`src/hdl/pmrp_pkg.sv`:
```
package pmrp_pkg;

  // ****************************************
  // register map and fields
  // ****************************************
  localparam logic [3:0] PMRP_OFF_CTRL = 4'h0;
  localparam logic [3:0] PMRP_OFF_STAT = 4'h4;
  localparam logic [3:0] PMRP_OFF_ERRCNT = 4'h8;
  localparam int PMRP_CTRL_MODE_LSB = 0;
  localparam int PMRP_CTRL_SPD100_BIT = 2;
  localparam int PMRP_CTRL_FDX_BIT = 3;
  localparam int PMRP_CTRL_HB_BIT = 4;
  localparam logic [4:0] PMRP_CTRL_RST = 5'h04;
  localparam logic [1:0] PMRP_RESP_OKAY = 2'h0;
  localparam logic [1:0] PMRP_RESP_SLVERR = 2'h2;

  // ****************************************
  // timing
  // ****************************************
  localparam int PMRP_ACLK_NS = 50;
  localparam int PMRP_MII100_HALF_NS = 20;  // 25 MHz receive clock
  localparam int PMRP_MII10_HALF_NS = 200;  // 2.5 MHz receive clock
  localparam int PMRP_SNI_HALF_NS = 50;  // 10 MHz receive clock
  localparam int PMRP_SQE_NS = 1000;
  // half periods round down, but never below one cycle
  localparam int PMRP_MII100_HALF_CYC = (PMRP_MII100_HALF_NS / PMRP_ACLK_NS) < 1 ? 1 :
    PMRP_MII100_HALF_NS / PMRP_ACLK_NS;
  localparam int PMRP_MII10_HALF_CYC = (PMRP_MII10_HALF_NS / PMRP_ACLK_NS) < 1 ? 1 :
    PMRP_MII10_HALF_NS / PMRP_ACLK_NS;
  localparam int PMRP_SNI_HALF_CYC = (PMRP_SNI_HALF_NS / PMRP_ACLK_NS) < 1 ? 1 :
    PMRP_SNI_HALF_NS / PMRP_ACLK_NS;
  localparam int PMRP_SQE_CYC = (PMRP_SQE_NS / PMRP_ACLK_NS) < 1 ? 1 :
    PMRP_SQE_NS / PMRP_ACLK_NS;

  // ****************************************
  // types
  // ****************************************
  typedef enum logic [1:0] {PMRP_MII, PMRP_RMII, PMRP_SNI} pmrp_mode_t;
  typedef enum logic [1:0] {PMRP_R_CTRL, PMRP_R_STAT, PMRP_R_ERRCNT, PMRP_R_NONE} pmrp_reg_t;

  typedef struct packed {
    logic carrier;
    logic valid;
    logic [3:0] nib;
    logic sym_err;
    logic false_carrier;
  } pmrp_core_rx_t;

  typedef struct packed {
    logic rx_clk;
    logic [3:0] rxd;
    logic rx_dv;
    logic rx_er;
    logic crs;
    logic col;
  } pmrp_mac_rx_t;

endpackage : pmrp_pkg

```
`src/hdl/pmrp_rx_port.sv`:
```
// Decided for this implementation: the placing of the registers and the AXI4-Lite slave port.
`timescale 1ns/10ps

// Overview of operation
// mii receive clock 25 or 2.5 MHz; at 100 the code gives 10 MHz, its half period held at one 50 ns aclk
// rmii times receive on 50 MHz reference
// sni receive clock is 10 MHz
// mii data valid high with valid nibbles
// rmii still drives data valid
// sni leaves data valid and error low
// mii 100 error on invalid symbol
// rmii 100 error on invalid symbol in frame
// rmii error also on false carrier
// rmii corrupts data on receive error
// mii nibble data on receive clock
// rmii dibit data on reference clock
// sni serial bit, upper lines unused
// mii and sni carrier sense while busy
// rmii merged carrier and data valid
// mii half duplex collision on overlap
// 10 half heartbeat pulse after transmit
// full duplex collision always zero
// rmii mac derives collision itself
// sni 10 Mb collision on overlap
// mode, speed, duplex, heartbeat static config
module pmrp_rx_port #(
  parameter int HB_CYCLES = pmrp_pkg::PMRP_SQE_CYC,
  parameter int ERRCNT_W = 16
) (
  input wire logic aclk,
  input wire logic aresetn,
  input wire logic [3:0] s_axi_awaddr,
  input wire logic s_axi_awvalid,
  output logic s_axi_awready,
  input wire logic [31:0] s_axi_wdata,
  input wire logic [3:0] s_axi_wstrb,
  input wire logic s_axi_wvalid,
  output logic s_axi_wready,
  output logic [1:0] s_axi_bresp,
  output logic s_axi_bvalid,
  input wire logic s_axi_bready,
  input wire logic [3:0] s_axi_araddr,
  input wire logic s_axi_arvalid,
  output logic s_axi_arready,
  output logic [31:0] s_axi_rdata,
  output logic [1:0] s_axi_rresp,
  output logic s_axi_rvalid,
  input wire logic s_axi_rready,
  input wire pmrp_pkg::pmrp_core_rx_t core_rx,
  output logic core_ready,
  input wire logic reference_clock_in,
  input wire logic mac_tx_en,
  output pmrp_pkg::pmrp_mac_rx_t mac_rx
);
  import pmrp_pkg::*;

  if (HB_CYCLES < 1 || HB_CYCLES > 255) begin : g_chk_hb
    $error("HB_CYCLES must lie in 1..255");
  end
  if (ERRCNT_W < 1 || ERRCNT_W > 32) begin : g_chk_cnt
    $error("ERRCNT_W must lie in 1..32");
  end

  // ****************************************
  // register decode
  // ****************************************
  function automatic pmrp_reg_t pmrp_dec(input logic [3:0] a);
    unique case (a)
      PMRP_OFF_CTRL: pmrp_dec = PMRP_R_CTRL;
      PMRP_OFF_STAT: pmrp_dec = PMRP_R_STAT;
      PMRP_OFF_ERRCNT: pmrp_dec = PMRP_R_ERRCNT;
      default: pmrp_dec = PMRP_R_NONE;
    endcase
  endfunction : pmrp_dec

  logic [4:0] ctrl_q;
  logic aw_have_q, w_have_q, w_strb0_q, bvalid_q, rvalid_q;
  logic [3:0] aw_addr_q;
  logic [31:0] w_data_q, rdata_q;
  logic [1:0] bresp_q, rresp_q;
  logic [ERRCNT_W-1:0] errcnt_q;

  // one write at a time: both halves are refused while a response waits
  assign s_axi_awready = !aw_have_q && !bvalid_q;
  assign s_axi_wready = !w_have_q && !bvalid_q;
  assign s_axi_bvalid = bvalid_q;
  assign s_axi_bresp = bresp_q;
  assign s_axi_arready = !rvalid_q;
  assign s_axi_rvalid = rvalid_q;
  assign s_axi_rdata = rdata_q;
  assign s_axi_rresp = rresp_q;

  // address and data may come in either order
  always_ff @(posedge aclk) begin
    if (!aresetn) begin
      aw_have_q <= 1'b0;
      w_have_q <= 1'b0;
      aw_addr_q <= 4'h0;
      w_data_q <= 32'h0;
      w_strb0_q <= 1'b0;
    end else if (aw_have_q && w_have_q) begin
      aw_have_q <= 1'b0;
      w_have_q <= 1'b0;
    end else begin
      if (s_axi_awvalid && s_axi_awready) begin
        aw_have_q <= 1'b1;
        aw_addr_q <= s_axi_awaddr;
      end
      if (s_axi_wvalid && s_axi_wready) begin
        w_have_q <= 1'b1;
        w_data_q <= s_axi_wdata;
        w_strb0_q <= s_axi_wstrb[0];
      end
    end
  end

  // write commit and response
  always_ff @(posedge aclk) begin
    if (!aresetn) begin
      ctrl_q <= PMRP_CTRL_RST;
      bvalid_q <= 1'b0;
      bresp_q <= PMRP_RESP_OKAY;
    end else if (aw_have_q && w_have_q) begin
      bvalid_q <= 1'b1;
      bresp_q <= PMRP_RESP_OKAY;
      unique case (pmrp_dec(aw_addr_q))
        PMRP_R_CTRL: if (w_strb0_q) ctrl_q <= w_data_q[4:0];
        PMRP_R_STAT, PMRP_R_ERRCNT: ;  // read-only, write ignored
        PMRP_R_NONE: bresp_q <= PMRP_RESP_SLVERR;
      endcase
    end else if (bvalid_q && s_axi_bready) begin
      bvalid_q <= 1'b0;
    end
  end

  // ****************************************
  // configuration
  // ****************************************
  pmrp_mode_t mode;
  logic spd100, fdx, hb_en;

  // the unused mode code falls back to mii
  always_comb begin
    mode = PMRP_MII;
    unique case (ctrl_q[PMRP_CTRL_MODE_LSB +: 2])
      2'h1: mode = PMRP_RMII;
      2'h2: mode = PMRP_SNI;
      default: mode = PMRP_MII;
    endcase
  end
  assign spd100 = ctrl_q[PMRP_CTRL_SPD100_BIT];
  assign fdx = ctrl_q[PMRP_CTRL_FDX_BIT];
  assign hb_en = ctrl_q[PMRP_CTRL_HB_BIT];

  // ****************************************
  // pin synchronisers
  // ****************************************
  logic ref_s1_q, ref_s2_q, ref_s3_q;
  logic tx_s1_q, tx_s2_q, tx_s3_q;
  logic ref_rise, tx_fall;

  // two stages before any logic looks at a pin
  always_ff @(posedge aclk) begin
    if (!aresetn) begin
      ref_s1_q <= 1'b0;
      ref_s2_q <= 1'b0;
      ref_s3_q <= 1'b0;
      tx_s1_q <= 1'b0;
      tx_s2_q <= 1'b0;
      tx_s3_q <= 1'b0;
    end else begin
      ref_s1_q <= reference_clock_in;
      ref_s2_q <= ref_s1_q;
      ref_s3_q <= ref_s2_q;
      tx_s1_q <= mac_tx_en;
      tx_s2_q <= tx_s1_q;
      tx_s3_q <= tx_s2_q;
    end
  end
  assign ref_rise = ref_s2_q && !ref_s3_q;
  assign tx_fall = tx_s3_q && !tx_s2_q;

  // ****************************************
  // receive clock and delivery tick
  // ****************************************
  logic [7:0] div_q, half_cyc;
  logic rx_clk_q, tick;

  // half period chosen by mode and speed
  always_comb begin
    if (mode == PMRP_SNI) begin
      half_cyc = 8'(PMRP_SNI_HALF_CYC);
    end else if (spd100) begin
      half_cyc = 8'(PMRP_MII100_HALF_CYC);
    end else begin
      half_cyc = 8'(PMRP_MII10_HALF_CYC);
    end
  end

  // clock held low in rmii, where the reference paces everything
  always_ff @(posedge aclk) begin
    if (!aresetn || mode == PMRP_RMII) begin
      div_q <= 8'h0;
      rx_clk_q <= 1'b0;
    end else if (div_q >= half_cyc - 8'h1) begin
      div_q <= 8'h0;
      rx_clk_q <= !rx_clk_q;
    end else begin
      div_q <= div_q + 8'h1;
    end
  end

  // data moves on the falling receive clock, half a period before the mac samples
  assign tick = (mode == PMRP_RMII) ? ref_rise :
    (rx_clk_q && div_q >= half_cyc - 8'h1);

  // ****************************************
  // nibble splitting
  // ****************************************
  logic [3:0] sh_q, src;
  logic [2:0] left_q, step;
  logic err_q, take, src_err, busy;

  always_comb begin
    unique case (mode)
      PMRP_MII: step = 3'd4;
      PMRP_RMII: step = 3'd2;
      PMRP_SNI: step = 3'd1;
    endcase
  end

  // a new nibble is taken only when the previous one is fully shifted out
  assign core_ready = tick && left_q == 3'd0;
  assign take = core_ready && core_rx.valid;
  assign busy = left_q != 3'd0;
  assign src = busy ? sh_q : core_rx.nib;
  assign src_err = busy ? err_q : core_rx.sym_err;

  always_ff @(posedge aclk) begin
    if (!aresetn) begin
      sh_q <= 4'h0;
      left_q <= 3'd0;
      err_q <= 1'b0;
    end else if (tick && (take || busy)) begin
      sh_q <= src >> step;
      left_q <= busy ? left_q - step : 3'd4 - step;
      err_q <= src_err;
    end
  end

  // ****************************************
  // receive outputs
  // ****************************************
  logic [3:0] out_bits;
  logic dv_d, er_d, crs_d;

  always_comb begin
    out_bits = 4'h0;
    unique case (mode)
      PMRP_MII: out_bits = src;
      PMRP_RMII: out_bits = {2'b00, src[1:0] ^ {2{src_err && spd100}}};
      PMRP_SNI: out_bits = {3'b000, src[0]};
    endcase
  end

  always_comb begin
    dv_d = (take || busy) && mode != PMRP_SNI;
    er_d = 1'b0;
    crs_d = core_rx.carrier;
    unique case (mode)
      PMRP_MII: er_d = spd100 && (take || busy) && src_err;
      PMRP_RMII: begin
        crs_d = core_rx.carrier || take || busy;
        er_d = (spd100 && crs_d && (take || busy) && src_err)
          || core_rx.false_carrier;
      end
      PMRP_SNI: er_d = 1'b0;
    endcase
  end
  logic [3:0] rxd_q;
  logic dv_q, er_q, crs_q;

  // data, valid, error and carrier pins change only on the delivery tick; clock and collision do not
  always_ff @(posedge aclk) begin
    if (!aresetn) begin
      rxd_q <= 4'h0;
      dv_q <= 1'b0;
      er_q <= 1'b0;
      crs_q <= 1'b0;
    end else if (tick) begin
      rxd_q <= (take || busy) ? out_bits : 4'h0;
      dv_q <= dv_d;
      er_q <= er_d;
      crs_q <= crs_d;
    end
  end

  // ****************************************
  // collision and heartbeat
  // ****************************************
  logic [7:0] hb_q;
  logic col_d, col_q;

  // sqe test pulse: only 10 Mb half duplex with heartbeat on
  always_ff @(posedge aclk) begin
    if (!aresetn || fdx || mode == PMRP_RMII) begin
      hb_q <= 8'h0;
    end else if (tx_fall && !spd100 && hb_en) begin
      hb_q <= 8'(HB_CYCLES);
    end else if (hb_q != 8'h0) begin
      hb_q <= hb_q - 8'h1;
    end
  end

  // rmii has no collision pin; the mac works it out from crs_dv
  always_comb begin
    col_d = 1'b0;
    unique case (mode)
      PMRP_MII: col_d = tx_s2_q && core_rx.carrier;
      PMRP_SNI: col_d = !spd100 && tx_s2_q && core_rx.carrier;
      PMRP_RMII: col_d = 1'b0;
    endcase
    col_d = !fdx && (col_d || hb_q != 8'h0);
  end

  always_ff @(posedge aclk) begin
    if (!aresetn) begin
      col_q <= 1'b0;
    end else begin
      col_q <= col_d;
    end
  end
  // packed order follows the struct: clock, data, valid, error, carrier, collision
  assign mac_rx = {rx_clk_q, rxd_q, dv_q, er_q, crs_q, col_q};

  // ****************************************
  // error count and reads
  // ****************************************
  // counts delivered error ticks; wraps silently
  always_ff @(posedge aclk) begin
    if (!aresetn) begin
      errcnt_q <= '0;
    end else if (tick && er_d) begin
      errcnt_q <= errcnt_q + 1'b1;
    end
  end

  always_ff @(posedge aclk) begin
    if (!aresetn) begin
      rvalid_q <= 1'b0;
      rdata_q <= 32'h0;
      rresp_q <= PMRP_RESP_OKAY;
    end else if (s_axi_arvalid && s_axi_arready) begin
      rvalid_q <= 1'b1;
      rresp_q <= PMRP_RESP_OKAY;
      rdata_q <= 32'h0;
      unique case (pmrp_dec(s_axi_araddr))
        PMRP_R_CTRL: rdata_q <= {27'h0, ctrl_q};
        PMRP_R_STAT: rdata_q <= {26'h0, busy, crs_q, col_q, er_q, dv_q, rx_clk_q};
        PMRP_R_ERRCNT: rdata_q <= 32'(errcnt_q);
        PMRP_R_NONE: rresp_q <= PMRP_RESP_SLVERR;
      endcase
    end else if (rvalid_q && s_axi_rready) begin
      rvalid_q <= 1'b0;
    end
  end

endmodule : pmrp_rx_port

```
`config.mk`:
```
export PLATFORM = sky130hd
export DESIGN_NAME = pmrp_rx_port
export DESIGN_NICKNAME = d
export VERILOG_FILES = /design/src/hdl/pmrp_pkg.sv /design/src/hdl/pmrp_rx_port.sv
export SDC_FILE = /design/constraint.sdc
export NUM_CORES = 1
export LEC_CHECK = 0
export BUFFER_PORTS_ARGS = -buffer_cell sky130_fd_sc_hd__buf_2
export CORE_MARGIN = 4
export CORE_UTILIZATION = 50
export DETAILED_ROUTE_END_ITERATION = 8
export GPL_ROUTABILITY_DRIVEN = 0
export PLACE_DENSITY = 0.76
export SLEW_MARGIN = 20
export SYNTH_ARGS = -nofsm -noshare
export SYNTH_HDL_FRONTEND = slang
export SYNTH_SLANG_ARGS = --single-unit
```
`constraint.sdc`:
```
create_clock -name aclk -period 7.9 [get_ports aclk]
set_input_delay 1.185 -clock aclk [delete_from_list [all_inputs] [get_ports aclk]]
set_output_delay 1.185 -clock aclk [all_outputs]
set_load 0.01 [all_outputs]
```
# After elaboration in Yosys (flattened, before gate mapping)
# Cells that the tools add are included.
[totals] input_bits=61 output_inout_bits=51 register_bits=110
[op_classes] addsub=6 eq_ne=13 reduce_logical=63 bitwise=3 muxes=28 n_shift=1 magnitude_cmp=1
[ops] operator="16-bit case mux with 3 select lines" n=1
[ops] operator="1-bit logical AND" n=28
[ops] operator="16-bit by 1-bit adder with 16-bit output (second input constant)" n=1
[ops] operator="8-bit by 1-bit subtractor with 8-bit output (second input constant)" n=2
[ops] operator="2-bit two-way mux" n=6
[ops] operator="2-bit case mux with 3 select lines" n=2
[ops] operator="4-bit case mux with 3 select lines" n=1
[ops] operator="2-bit equality test (second input constant)" n=5
[ops] operator="1-bit zero test" n=10
[ops] operator="5-bit two-way mux" n=2
[ops] operator="3-bit two-way mux" n=3
[ops] operator="3-bit case mux with 3 select lines" n=1
[ops] operator="8-bit by 1-bit adder with 8-bit output (second input constant)" n=1
[ops] operator="4-bit by 3-bit equality test with 1-bit output (second input constant)" n=2
[ops] operator="4-bit equality test (second input constant)" n=2
[ops] operator="8-bit greater-or-equal comparator" n=1
[ops] operator="4-bit zero test" n=2
[ops] operator="1-bit logical OR" n=8
[ops] operator="4-bit two-way mux" n=2
[ops] operator="8-bit nonzero test" n=1
[ops] operator="1-bit two-way mux" n=7
[ops] operator="2-bit by 1-bit equality test with 1-bit output (second input constant)" n=3
[ops] operator="2-bit zero test" n=3
[ops] operator="1-bit case mux with 3 select lines" n=2
[ops] operator="other kinds (13)" n=19

# Longest topological paths before layout
# Gate-level depths: netlist of run 1.
[logic_depth] ltp_word=18 ltp_mapped=12

# Least setup slack after synthesis of run 1
# Ideal clock, no wire load.
[synth_timing] path_kind="register -> output" from="register ctrl_q[0]" to="output port core_ready" setup_slack_ns=4.277 arrival_time_ns=2.438 stages_incl_launch_ff=11 cell_sequence="dfxtp_1 -> inv_1 -> ha_1 -> clkbuf_1 -> or2_2 -> ha_1 -> or4_1 -> a211oi_2 -> o21a_1 -> buf_4 -> nor2_1"
[synth_via] elab_chain_len=9
[synth_rtl] item="start, declared" line_no="pmrp_rx_port.sv:76" rtl="logic [4:0] ctrl_q;"
[synth_rtl] item="start signal, assigned" line_no="pmrp_rx_port.sv:127" rtl="PMRP_R_CTRL: if (w_strb0_q) ctrl_q <= w_data_q[4:0];"
[synth_rtl] item="2-bit equality test or 2-bit by 1-bit equality test with 1-bit output (tied branches)" line_no="pmrp_rx_port.sv:145" rtl="unique case (ctrl_q[PMRP_CTRL_MODE_LSB +: 2])"
[synth_rtl] item="2-bit case mux with 2 select lines *" line_no="pmrp_rx_port.sv:145"
[synth_rtl] item="2-bit equality test" line_no="pmrp_rx_port.sv:191" rtl="if (mode == PMRP_SNI) begin"
[synth_rtl] item="3-bit two-way mux" line_no="pmrp_rx_port.sv:191"
[synth_rtl] item="8-bit by 1-bit subtractor with 8-bit output" line_no="pmrp_rx_port.sv:215" rtl="(rx_clk_q && div_q >= half_cyc - 8'h1);"
[synth_rtl] item="8-bit greater-or-equal comparator" line_no="pmrp_rx_port.sv:215"
[synth_rtl] item="1-bit logical AND" line_no="pmrp_rx_port.sv:215"
[synth_rtl] item="1-bit two-way mux *" line_no="pmrp_rx_port.sv:214" rtl="assign tick = (mode == PMRP_RMII) ? ref_rise :"
[synth_rtl] item="1-bit logical AND *" line_no="pmrp_rx_port.sv:233" rtl="assign core_ready = tick && left_q == 3'd0;"
[synth_rtl] item="end, declared" line_no="pmrp_rx_port.sv:50" rtl="output logic core_ready,"
# Every way passes the cells marked *; elsewhere a longest branch is shown, timed or not.

# Worst setup path after layout of run 1
# Ends and elaborated chain as after synthesis.

==> results of run 1 <==
final timing paths:
check             slack (ns)          to  cells after the start      start
setup / recovery        3.37  core_ready                      9  ctrl_q[0]
setup reg to reg        4.72        dv_q                      9  ctrl_q[0]
hold reg to reg         0.44    ref_s2_q                      1   ref_s1_q
hold / removal          0.44    ref_s2_q                      1   ref_s1_q
stage by stage:
step | cell area (µm²) | power, mW | hold slack, ns
CTS | 4748 | 1.013 | 0.4484
global placement | 4571 | 0.7189 | 0.4164
floorplan | 4368 | 0.6888 | 0.4119
global route | 4748 | 1.063 | 0.4717
finish | 4748 | 1.006 | 0.4439
detailed placement | 4571 | 0.7281 | 0.4200
logic make-up after synthesis:
family / Yosys count / synth area share
muxes: 25 / 0.06161
adders and majority gates: 9 / 0.02803
DFF: 92 / 0.4298
buffers and inverters: 55 / 0.07182
AOI/OAI and AO/OA: 101 / 0.1644
xor gates and xnor gates: 13 / 0.02657
other: 1 / 0.0008751
and+or+nand+nor: 186 / 0.2169
report_power, final:
| part | internal (mW) | total (mW) | switching [mW] |
|---|---|---|---|
| Combinational | 0.0823 | 0.195 | 0.113 |
| Clock | 0.125 | 0.288 | 0.163 |
| Sequential | 0.497 | 0.524 | 0.0270 |
| Total | 0.704 | 1.01 | 0.303 |
cell usage in the layout, fill, tap and decap left out, types with 10 or more instances in the layout:
master and instances:
o21ai_0 14, dfxtp_1 92, clkbuf_8 10, conb_1 23, and2_1 11, mux2i_1 23
inv_1 10, a21oi_1 27, nor2_1 62, nor3_1 13, a22oi_1 17, buf_2 63
nand2_1 37, nand3_1 16
state kept, by name, summed over array words and instances, names as in the netlist, 3 cells and up:
| name | cells |
|---|---|
| aw_addr_q | 4 |
| rxd_q | 4 |
| hb_q | 8 |
| sh_q | 4 |
| errcnt_q | 16 |
| div_q | 8 |
| s_axi_rdata | 16 |
| left_q | 3 |
| ctrl_q | 5 |
| w_data_q | 5 |
final cells by class:
class,count,area (µm²),share of cell area
clock inverter,4,32.53,0.006851
clock buffer,12,145.1,0.03057
sequential,92,1842,0.3879
inverter,11,41.29,0.008696
timing repair buffer,66,337.8,0.07115
tap,105,131.4,0.02767
multi-input combinational,357,2218,0.4672
layer usage:
layer  vias up  share of wire  wire length (µm)  GRT usage
met5         -              0                 0          0
met4         0          0.018               165    0.06632
met3        14          0.052               486    0.03945
met2        96           0.47              4350     0.3078
met1      1683           0.46              4273     0.2470
li1       1774              -                 -          -
==> flow_summary.yaml, run 1 <==
status:
  status: "finished, final reports clean"
placed_design:
  port_buffers: 63
  dpl_worst_slack_ns: 3.794
  hpwl_mm: 6.849
  dp.cells: 631
finish:
  final_core_util: 0.5750
  fin_nets: 607
  drive_gt1_frac: 0.1716
  fin_cells: 647
  synthToLayoutAreaGrowth_pct: 10.80
  num-fill-cells: 755
  diodes: 0
floorplan:
  fp.dieW_um: 100.6
  io_pins: 112
  core_mm2: 0.008258
  die_h_um: 100.6
  start_util: 0.5189
  dieArea_mm2: 0.01012
  std_cell_rows: 33
timing:
  clock.fmax_mhz: 220.9
  hold_viol_final: 0
  rsz0062_at_grt: "no"
  setup_tns_ns: 0
  fin_crit_sh: 0.5731
  setup_viol: 0
  worst_clock_skew_ns: 0.008761
  worstMarginPinSlew_ns: 0.8818
  slew_headroom: 0.4106
  layout_min_cycle_time_ns: 4.527
  worst_slack_ns: 3.373
  drv_slew: 0
drt:
  viasPerCell: 5.513
  dr_total_vias: 3567
  drt-initial-drc-count: 154
  detail_route.wl_per_cell_um: 14.34
  routed_wl_mm: 9.276
  drc: 0
  drtPass1Iterations: 4
  detail-route-antenna-nets: 0
clock_tree:
  cts_buffers: 9
  clk_path_buf_depth: 2
  cts_root_buf: "clkbuf_8"
  hold_buffers: 0
  cts.sinks: 92
  insertion_delay_ns: 0.35
  cts_tree: "yes"
  clk_pin_slew_ns: 0.09
  cts.repair.resized: 0
  post-cts-setup-buffer-count: 0
  h-tree-depth: 3
logic_synthesis:
  synth_area_leaders: "dfxtp_1 (43%), nor2_1 (5.4%), mux2i_1 (5.4%)"
  synth_area_per_cell_um2: 8.891
  ys_ff_latch: 92
  yosysMostFrequentCell: "dfxtp_1"
  yosys_warnings: 0
  yosysTopAreaCellShare: 0.4298
  synthTopCellsByCount: "dfxtp_1 (92), nor2_1 (62), nand2_1 (37)"
  async_flop_share: 0
  ys_types: 61
  ys.flop_type: "dfxtp_1"
  yosys.area.top_type: "dfxtp_1"
  ys_seq_area_frac: 0.4298
  synth_area_mm2: 0.004285
  synth_edf_count: 0
  syn_inst: 482
setup_path:
  cp_top_family: "compound AO/OA/AOI/OAI gates"
  path_cells: "inv_1 -> ha_1 -> or2_2 -> ha_1 -> or4_1 -> a211oi_2 -> o21a_1 -> nor2_1 -> buf_2"
  slowest_stage: "o21a_1"
  crit_type: "register to primary output"
  cpMostUsedCell: "ha_1"
  worst_setup_path_end_kind: "primary output"
  cp_data_required_time_ns: 6.71
  start_kind: "register"
  path_buf_inv: 2
  slowest_delay_ns: 0.52
  worst-path-max-fanout: 11
  arrival_ns: 3.34
global_route:
  grt_overflow: 0
  grt_max_degree: 62
  grt_pass1_wl_mm: 15.46
  grt.total_usage: 0.1886
  grt_pass1_vias: 3333
  antenna_found_initial: 0
job:
  cap_violations: 0
power_and_ir_drop:
  p_leak_nw: 1.985
  vdd.ir_drop.worst_v: 0.0001107
  power.density_mw_per_mm2: 211.9
worst_hold_path:
  hold_class: "register to register"
No activity file was read; power rests on OpenSTA's default activity.
==> run 2: changes to the inputs <==
--- a/config.mk
+++ b/config.mk
@@ -5,6 +5,7 @@
 export SDC_FILE = /design/constraint.sdc
 export NUM_CORES = 1
 export LEC_CHECK = 0
+export ABC_AREA = 1
 export BUFFER_PORTS_ARGS = -buffer_cell sky130_fd_sc_hd__buf_2
 export CORE_MARGIN = 4
 export CORE_UTILIZATION = 50
==> constraint.sdc (replaced) <==
create_clock -name aclk -period 4.65 [get_ports aclk]
set_input_delay 0.6975 -clock aclk [delete_from_list [all_inputs] [get_ports aclk]]
set_output_delay 0.6975 -clock aclk [all_outputs]
set_load 0.01 [all_outputs]
==> flow_summary.yaml, run 2 <==
logic_synthesis:
  yosysMostFrequentCell: "nand2_1"
  yosys.area.top_type: "dfxtp_1"
  ys_seq_area_frac: 0.4124
  ys_ff_latch: 92
  synth_xor_xnor_area_share: 0.04119
  synth_area_mm2: 0.004466
  synth-simple-area-share: 0.2466
  yosysTopAreaCellShare: 0.4124
  synth_top_family_by_area: "simple AND/OR/NAND/NOR gates"
  async_flop_share: 0
  syn_inst: 589
  synth_mux_area_frac: 0
  synth_edf_count: 0
  synth_area_leaders: "dfxtp_1 (41%), nand2_1 (9.1%), a21oi_1 (5.8%)"
  synth-adder-area-share: 0.02690
  ys_types: 42
  synth-compound-area-share: 0.1493
  yosys_warnings: 0
  ys.flop_type: "dfxtp_1"
  synthTopCellsByCount: "nand2_1 (108), dfxtp_1 (92), inv_1 (69)"
  synth_area_per_cell_um2: 7.582
drt:
  drtPass1Iterations: 4
  drt-initial-drc-count: 199
  routed_wl_mm: 9.449
  dr_total_vias: 3799
  drc: 0
  detail_route.wl_per_cell_um: 12.42
  viasPerCell: 4.992
  detail-route-antenna-nets: 0
floorplan:
  fp.dieW_um: 102.5
  core_mm2: 0.008721
  std_cell_rows: 34
  start_util: 0.5121
  io_pins: 112
  dieArea_mm2: 0.01051
  die_h_um: 102.5
timing:
  drv_slew: 0
  worstMarginPinSlew_ns: 0.7700
  worst_slack_ns: 1.592
  fin_crit_sh: 0.6577
  timing.hold.ws_ns: 0.4295
  worst_clock_skew_ns: 0.01036
  clock.fmax_mhz: 327.0
  rsz0062_at_grt: "no"
  setup_tns_ns: 0
  setup_viol: 0
  slew_headroom: 0.4859
  layout_min_cycle_time_ns: 3.058
  hold_viol_final: 0
finish:
  fin_cells: 761
  postLayoutCellArea_mm2: 0.004954
  fin_nets: 718
  diodes: 0
  most-common-layout-cells: "nand2_1 (108), dfxtp_1 (92), inv_1 (69)"
  synthToLayoutAreaGrowth_pct: 10.93
  final_core_util: 0.5680
  drive_gt1_frac: 0.1822
  num-fill-cells: 826
  final_common_cell: "nand2_1"
global_route:
  grt_overflow: 0
  antenna_found_initial: 0
  grt.total_usage: 0.1881
  grt_pass1_vias: 3556
  grt_max_degree: 42
  grt_pass1_wl_mm: 15.74
power_and_ir_drop:
  p_leak_nw: 2.166
  total_power_mw: 1.836
  power.density_mw_per_mm2: 370.6
  vdd.ir_drop.worst_v: 0.0001756
placed_design:
  port_buffers: 63
  place_area_mm2: 0.004736
  dpl_worst_slack_ns: 1.920
  hpwl_mm: 6.799
  dp.cells: 745
setup_path:
  crit_type: "register to primary output"
  arrival_ns: 2.36
  start_kind: "register"
  worst-path-max-fanout: 9
  worst_setup_path_end_kind: "primary output"
  cp_data_required_time_ns: 3.95
clock_tree:
  post-cts-setup-buffer-count: 0
  cts_tree: "yes"
  clk_pin_slew_ns: 0.09
  cts.sinks: 92
  cts_buffers: 9
  h-tree-depth: 3
  clk_path_buf_depth: 2
  hold_buffers: 0
  insertion_delay_ns: 0.36
  cts.repair.resized: 0
  cts_root_buf: "clkbuf_8"
job:
  cap_violations: 0
status:
  status: "finished, final reports clean"
worst_hold_path:
  hold_class: "register to register"
run 2: cell count changes after synthesis, moves of 11 or more:
cell,change
mux2i_1,-23
clkbuf_1,-11
inv_1,+59
and2_1,-11
o21ai_0,+22
nand3_1,+14
a22oi_1,-17
a21oi_1,+25
nand2_1,+71
run 2: where the power goes:
group | internal (mW) | switching (mW)
Combinational | 0.128 | 0.232
Clock | 0.317 | 0.271
Sequential | 0.848 | 0.0393
Total | 1.29 | 0.543
run 2: worst paths after layout:
kind                            startpoint  slack [ns]  cells past startpoint          end
worst max register to register   ctrl_q[0]        2.15                     14  errcnt_q[1]
worst min register to register    ref_s1_q        0.43                      2     ref_s2_q
worst min-delay path              ref_s1_q        0.43                      2     ref_s2_q
worst max-delay path             ctrl_q[0]        1.59                     12   core_ready
run 2: critical path: stages (launching register included):
cell     delay [ns]
dfxtp_1        0.34
inv_1          0.07
ha_1           0.31
nor2_1         0.20
inv_1          0.07
ha_1           0.28
nand2_1        0.08
nand3_2        0.09
nand3_2        0.09
nand2_4        0.07
inv_2          0.20
nor2_1         0.06
buf_2          0.14
run 2: logic make-up after synthesis:
| kind of cell | after synthesis |
|---|---|
| other | 1 |
| buffers and inverters | 112 |
| adder cells (fa/ha/maj) | 9 |
| AND/OR/NAND/NOR | 237 |
| AO/OA/AOI/OAI | 117 |
| XOR/XNOR | 21 |
| flip-flops | 92 |
run 2: routing by layer:
| metal | share of wire | global-route usage |
|---|---|---|
| met5 | 0 | 0 |
| met4 | 0.016 | 0.05550 |
| met3 | 0.068 | 0.05277 |
| met2 | 0.46 | 0.3098 |
| met1 | 0.46 | 0.2409 |
run 2: layout make-up:
cell class	count	area, µm²	area share
repair buffers	64	322.8	0.06517
inverters	74	277.8	0.05607
flip-flops and latches	92	1842	0.3718
clock buffers	12	145.1	0.02930
clock inverters	4	72.57	0.01465
well taps	108	135.1	0.02728
multi-input cells	407	2158	0.4357
==> run 3: changes to the inputs <==
--- a/config.mk
+++ b/config.mk
@@ -5,13 +5,13 @@
 export SDC_FILE = /design/constraint.sdc
 export NUM_CORES = 1
 export LEC_CHECK = 0
-export ABC_AREA = 1
+export ABC_AREA = 0
 export BUFFER_PORTS_ARGS = -buffer_cell sky130_fd_sc_hd__buf_2
 export CORE_MARGIN = 4
-export CORE_UTILIZATION = 50
+export CORE_UTILIZATION = 48
 export DETAILED_ROUTE_END_ITERATION = 8
 export GPL_ROUTABILITY_DRIVEN = 0
-export PLACE_DENSITY = 0.76
+export PLACE_DENSITY = 0.77
 export SLEW_MARGIN = 20
 export SYNTH_ARGS = -nofsm -noshare
 export SYNTH_HDL_FRONTEND = slang
==> constraint.sdc (replaced) <==
create_clock -name aclk -period 2.79 [get_ports aclk]
set_input_delay 0.4185 -clock aclk [delete_from_list [all_inputs] [get_ports aclk]]
set_output_delay 0.4185 -clock aclk [all_outputs]
set_load 0.01 [all_outputs]
==> flow_summary.yaml, run 3 (synthesis results as in run 1) <==
timing:
  worstMarginPinSlew_ns: 0.6243
  layout_min_cycle_time_ns: 2.741
  slew_headroom: 0.5838
  hold_viol_final: 0
  clock.fmax_mhz: 364.9
  rsz0062_at_grt: "yes"
  worst_clock_skew_ns: 0.01151
  setup_tns_ns: 0
  drv_slew: 0
  setup_viol: 0
  timing.hold.ws_ns: 0.2561
  fin_crit_sh: 0.9823
clock_tree:
  hold_buffers: 0
  cts.sinks: 92
  cts_buffers: 9
  h-tree-depth: 3
  cts_tree: "yes"
  cts_root_buf: "clkbuf_8"
  insertion_delay_ns: 0.36
  clk_pin_slew_ns: 0.08
  clk_path_buf_depth: 2
drt:
  drtPass1Iterations: 5
  detail-route-antenna-nets: 0
  drc: 0
  viasPerCell: 5.482
  dr_total_vias: 3618
  routed_wl_mm: 9.735
  drt-initial-drc-count: 211
  detail_route.wl_per_cell_um: 14.75
finish:
  synthToLayoutAreaGrowth_pct: 14.48
  most-common-layout-cells: "dfxtp_1 (90), buf_2 (63), nor2_1 (62)"
  final_common_cell: "dfxtp_1"
  num-fill-cells: 772
  multiInputGateArea_mm2: 0.002265
  register_area_mm2: 0.001844
  postLayoutCellArea_mm2: 0.004906
  diodes: 0
  drive_gt1_frac: 0.2029
  final_core_util: 0.5626
  fin_nets: 618
global_route:
  antenna_found_initial: 0
  grt.total_usage: 0.1902
  grt_pass1_wl_mm: 16.03
  grt_overflow: 0
  grt_max_degree: 61
  grt_pass1_vias: 3521
job:
  cap_violations: 0
floorplan:
  start_util: 0.4914
  die_h_um: 102.5
  io_pins: 112
  core_mm2: 0.008721
  dieArea_mm2: 0.01050
  std_cell_rows: 34
  fp.dieW_um: 102.5
status:
  status: "finished, final reports clean"
placed_design:
  place_area_mm2: 0.004627
  port_buffers: 63
  hpwl_mm: 7.039
setup_path:
  r2r_end: "sh_q[0]"
  path_cells: "inv_2 -> ha_4 -> or2_4 -> ha_4 -> or4_4 -> a211oi_4 -> o21a_1 -> nor2_1 -> buf_2"
  start_kind: "register"
  path_buf_inv: 2
  cp_top_family: "simple AND/OR/NAND/NOR gates"
  worst_setup_path_end_kind: "primary output"
  cp_data_required_time_ns: 2.37
  cpMostUsedCell: "ha_4"
  arrival_ns: 2.32
  r2r_slack_ns: 0.11
  reg2reg_depth: 10
  slowest_stage: "or4_4"
  worst-path-max-fanout: 2
  slowest_delay_ns: 0.44
  r2r_start: "ctrl_q[0]"
  crit_type: "register to primary output"
worst_hold_path:
  worstHoldStart: "s_axi_rready"
  hold_class: "primary input to register"
  min_to: "s_axi_rvalid"
  hold_depth: 2
power_and_ir_drop:
  vdd.ir_drop.worst_v: 0.0003482
  p_leak_nw: 2.077
  power.density_mw_per_mm2: 603.4
-- run 3: cell types whose count changed in the layout (fill, tap and decap cells not counted), sizes merged, moves of 17 or more --
cell / delta
inv: -64
a22oi: +17
o21ai: -24
nand2: -88
mux2i: +23
a21oi: -35
-- run 3: layout make-up --
type,instances,area share
Multi-Input combinational cell,357,0.4616
Sequential cell,92,0.3759
Timing Repair Buffer,77,0.08569
Clock buffer,11,0.03086
Tap cell,108,0.02754
Clock inverter,4,0.009946
Inverter,11,0.008416
-- run 3: per-stage QoR --
stage                     setup slack, ns  cells  power, mW
after global routing             -0.04706    660      3.119
after floorplan                   0.01714    504      1.950
after detailed placement          0.06923    641      2.069
final                             0.04947    660      2.960
after global placement             0.1522    641      2.043
after CTS                        -0.05073    659      2.975
-- run 3: power breakdown --
group / switching (mW) / internal (mW) / leakage (nW)
registers: 0.0768 / 1.41 / 0.752
logic: 0.323 / 0.239 / 1.22
clock network: 0.458 / 0.457 / 0.105
-- run 3: repair_timing --
| action | CTS | global route |
|---|---|---|
| endpoints found under the setup margin | 1 | 11 |
| pin swaps | 6 | 5 |
| gates resized for setup | 9 | 3 |
| setup buffers | 3 | 1 |
| endpoints found under the hold margin | 0 | 0 |
-- run 3: routing by layer --
layer / vias up / share of wire / GRT usage
li1: 1784 / - / -
met2: 119 / 0.48 / 0.3148
met1: 1704 / 0.44 / 0.2405
met3: 11 / 0.073 / 0.05324
met4: 0 / 0.013 / 0.05954
met5: - / 0 / 0
-- run 3: how the worst max path moves through the flow --
stage / startpoint / endpoint / slack, ns / cells after the start
6_report: ctrl_q[0] / core_ready / 0.05 / 9
2_1_floorplan: ctrl_q[0] / core_ready / 0.02 / 10
3_3_place_gp: ctrl_q[0] / errcnt_q[8] / 0.15 / 9
3_5_place_dp: ctrl_q[0] / sh_q[0] / 0.07 / 9
4_1_cts: ctrl_q[0] / core_ready / -0.05 / 9
5_1_grt: ctrl_q[0] / core_ready / -0.05 / 9
-- run 3: worst reg2reg max path, delay by kind of cell, from the launching register on --
kind            cells  cell delay, ns
simple gates        3            0.93
compound gates      3            0.79
flops               1            0.35
fa+ha+maj           2            0.31
buf+inv             2            0.22
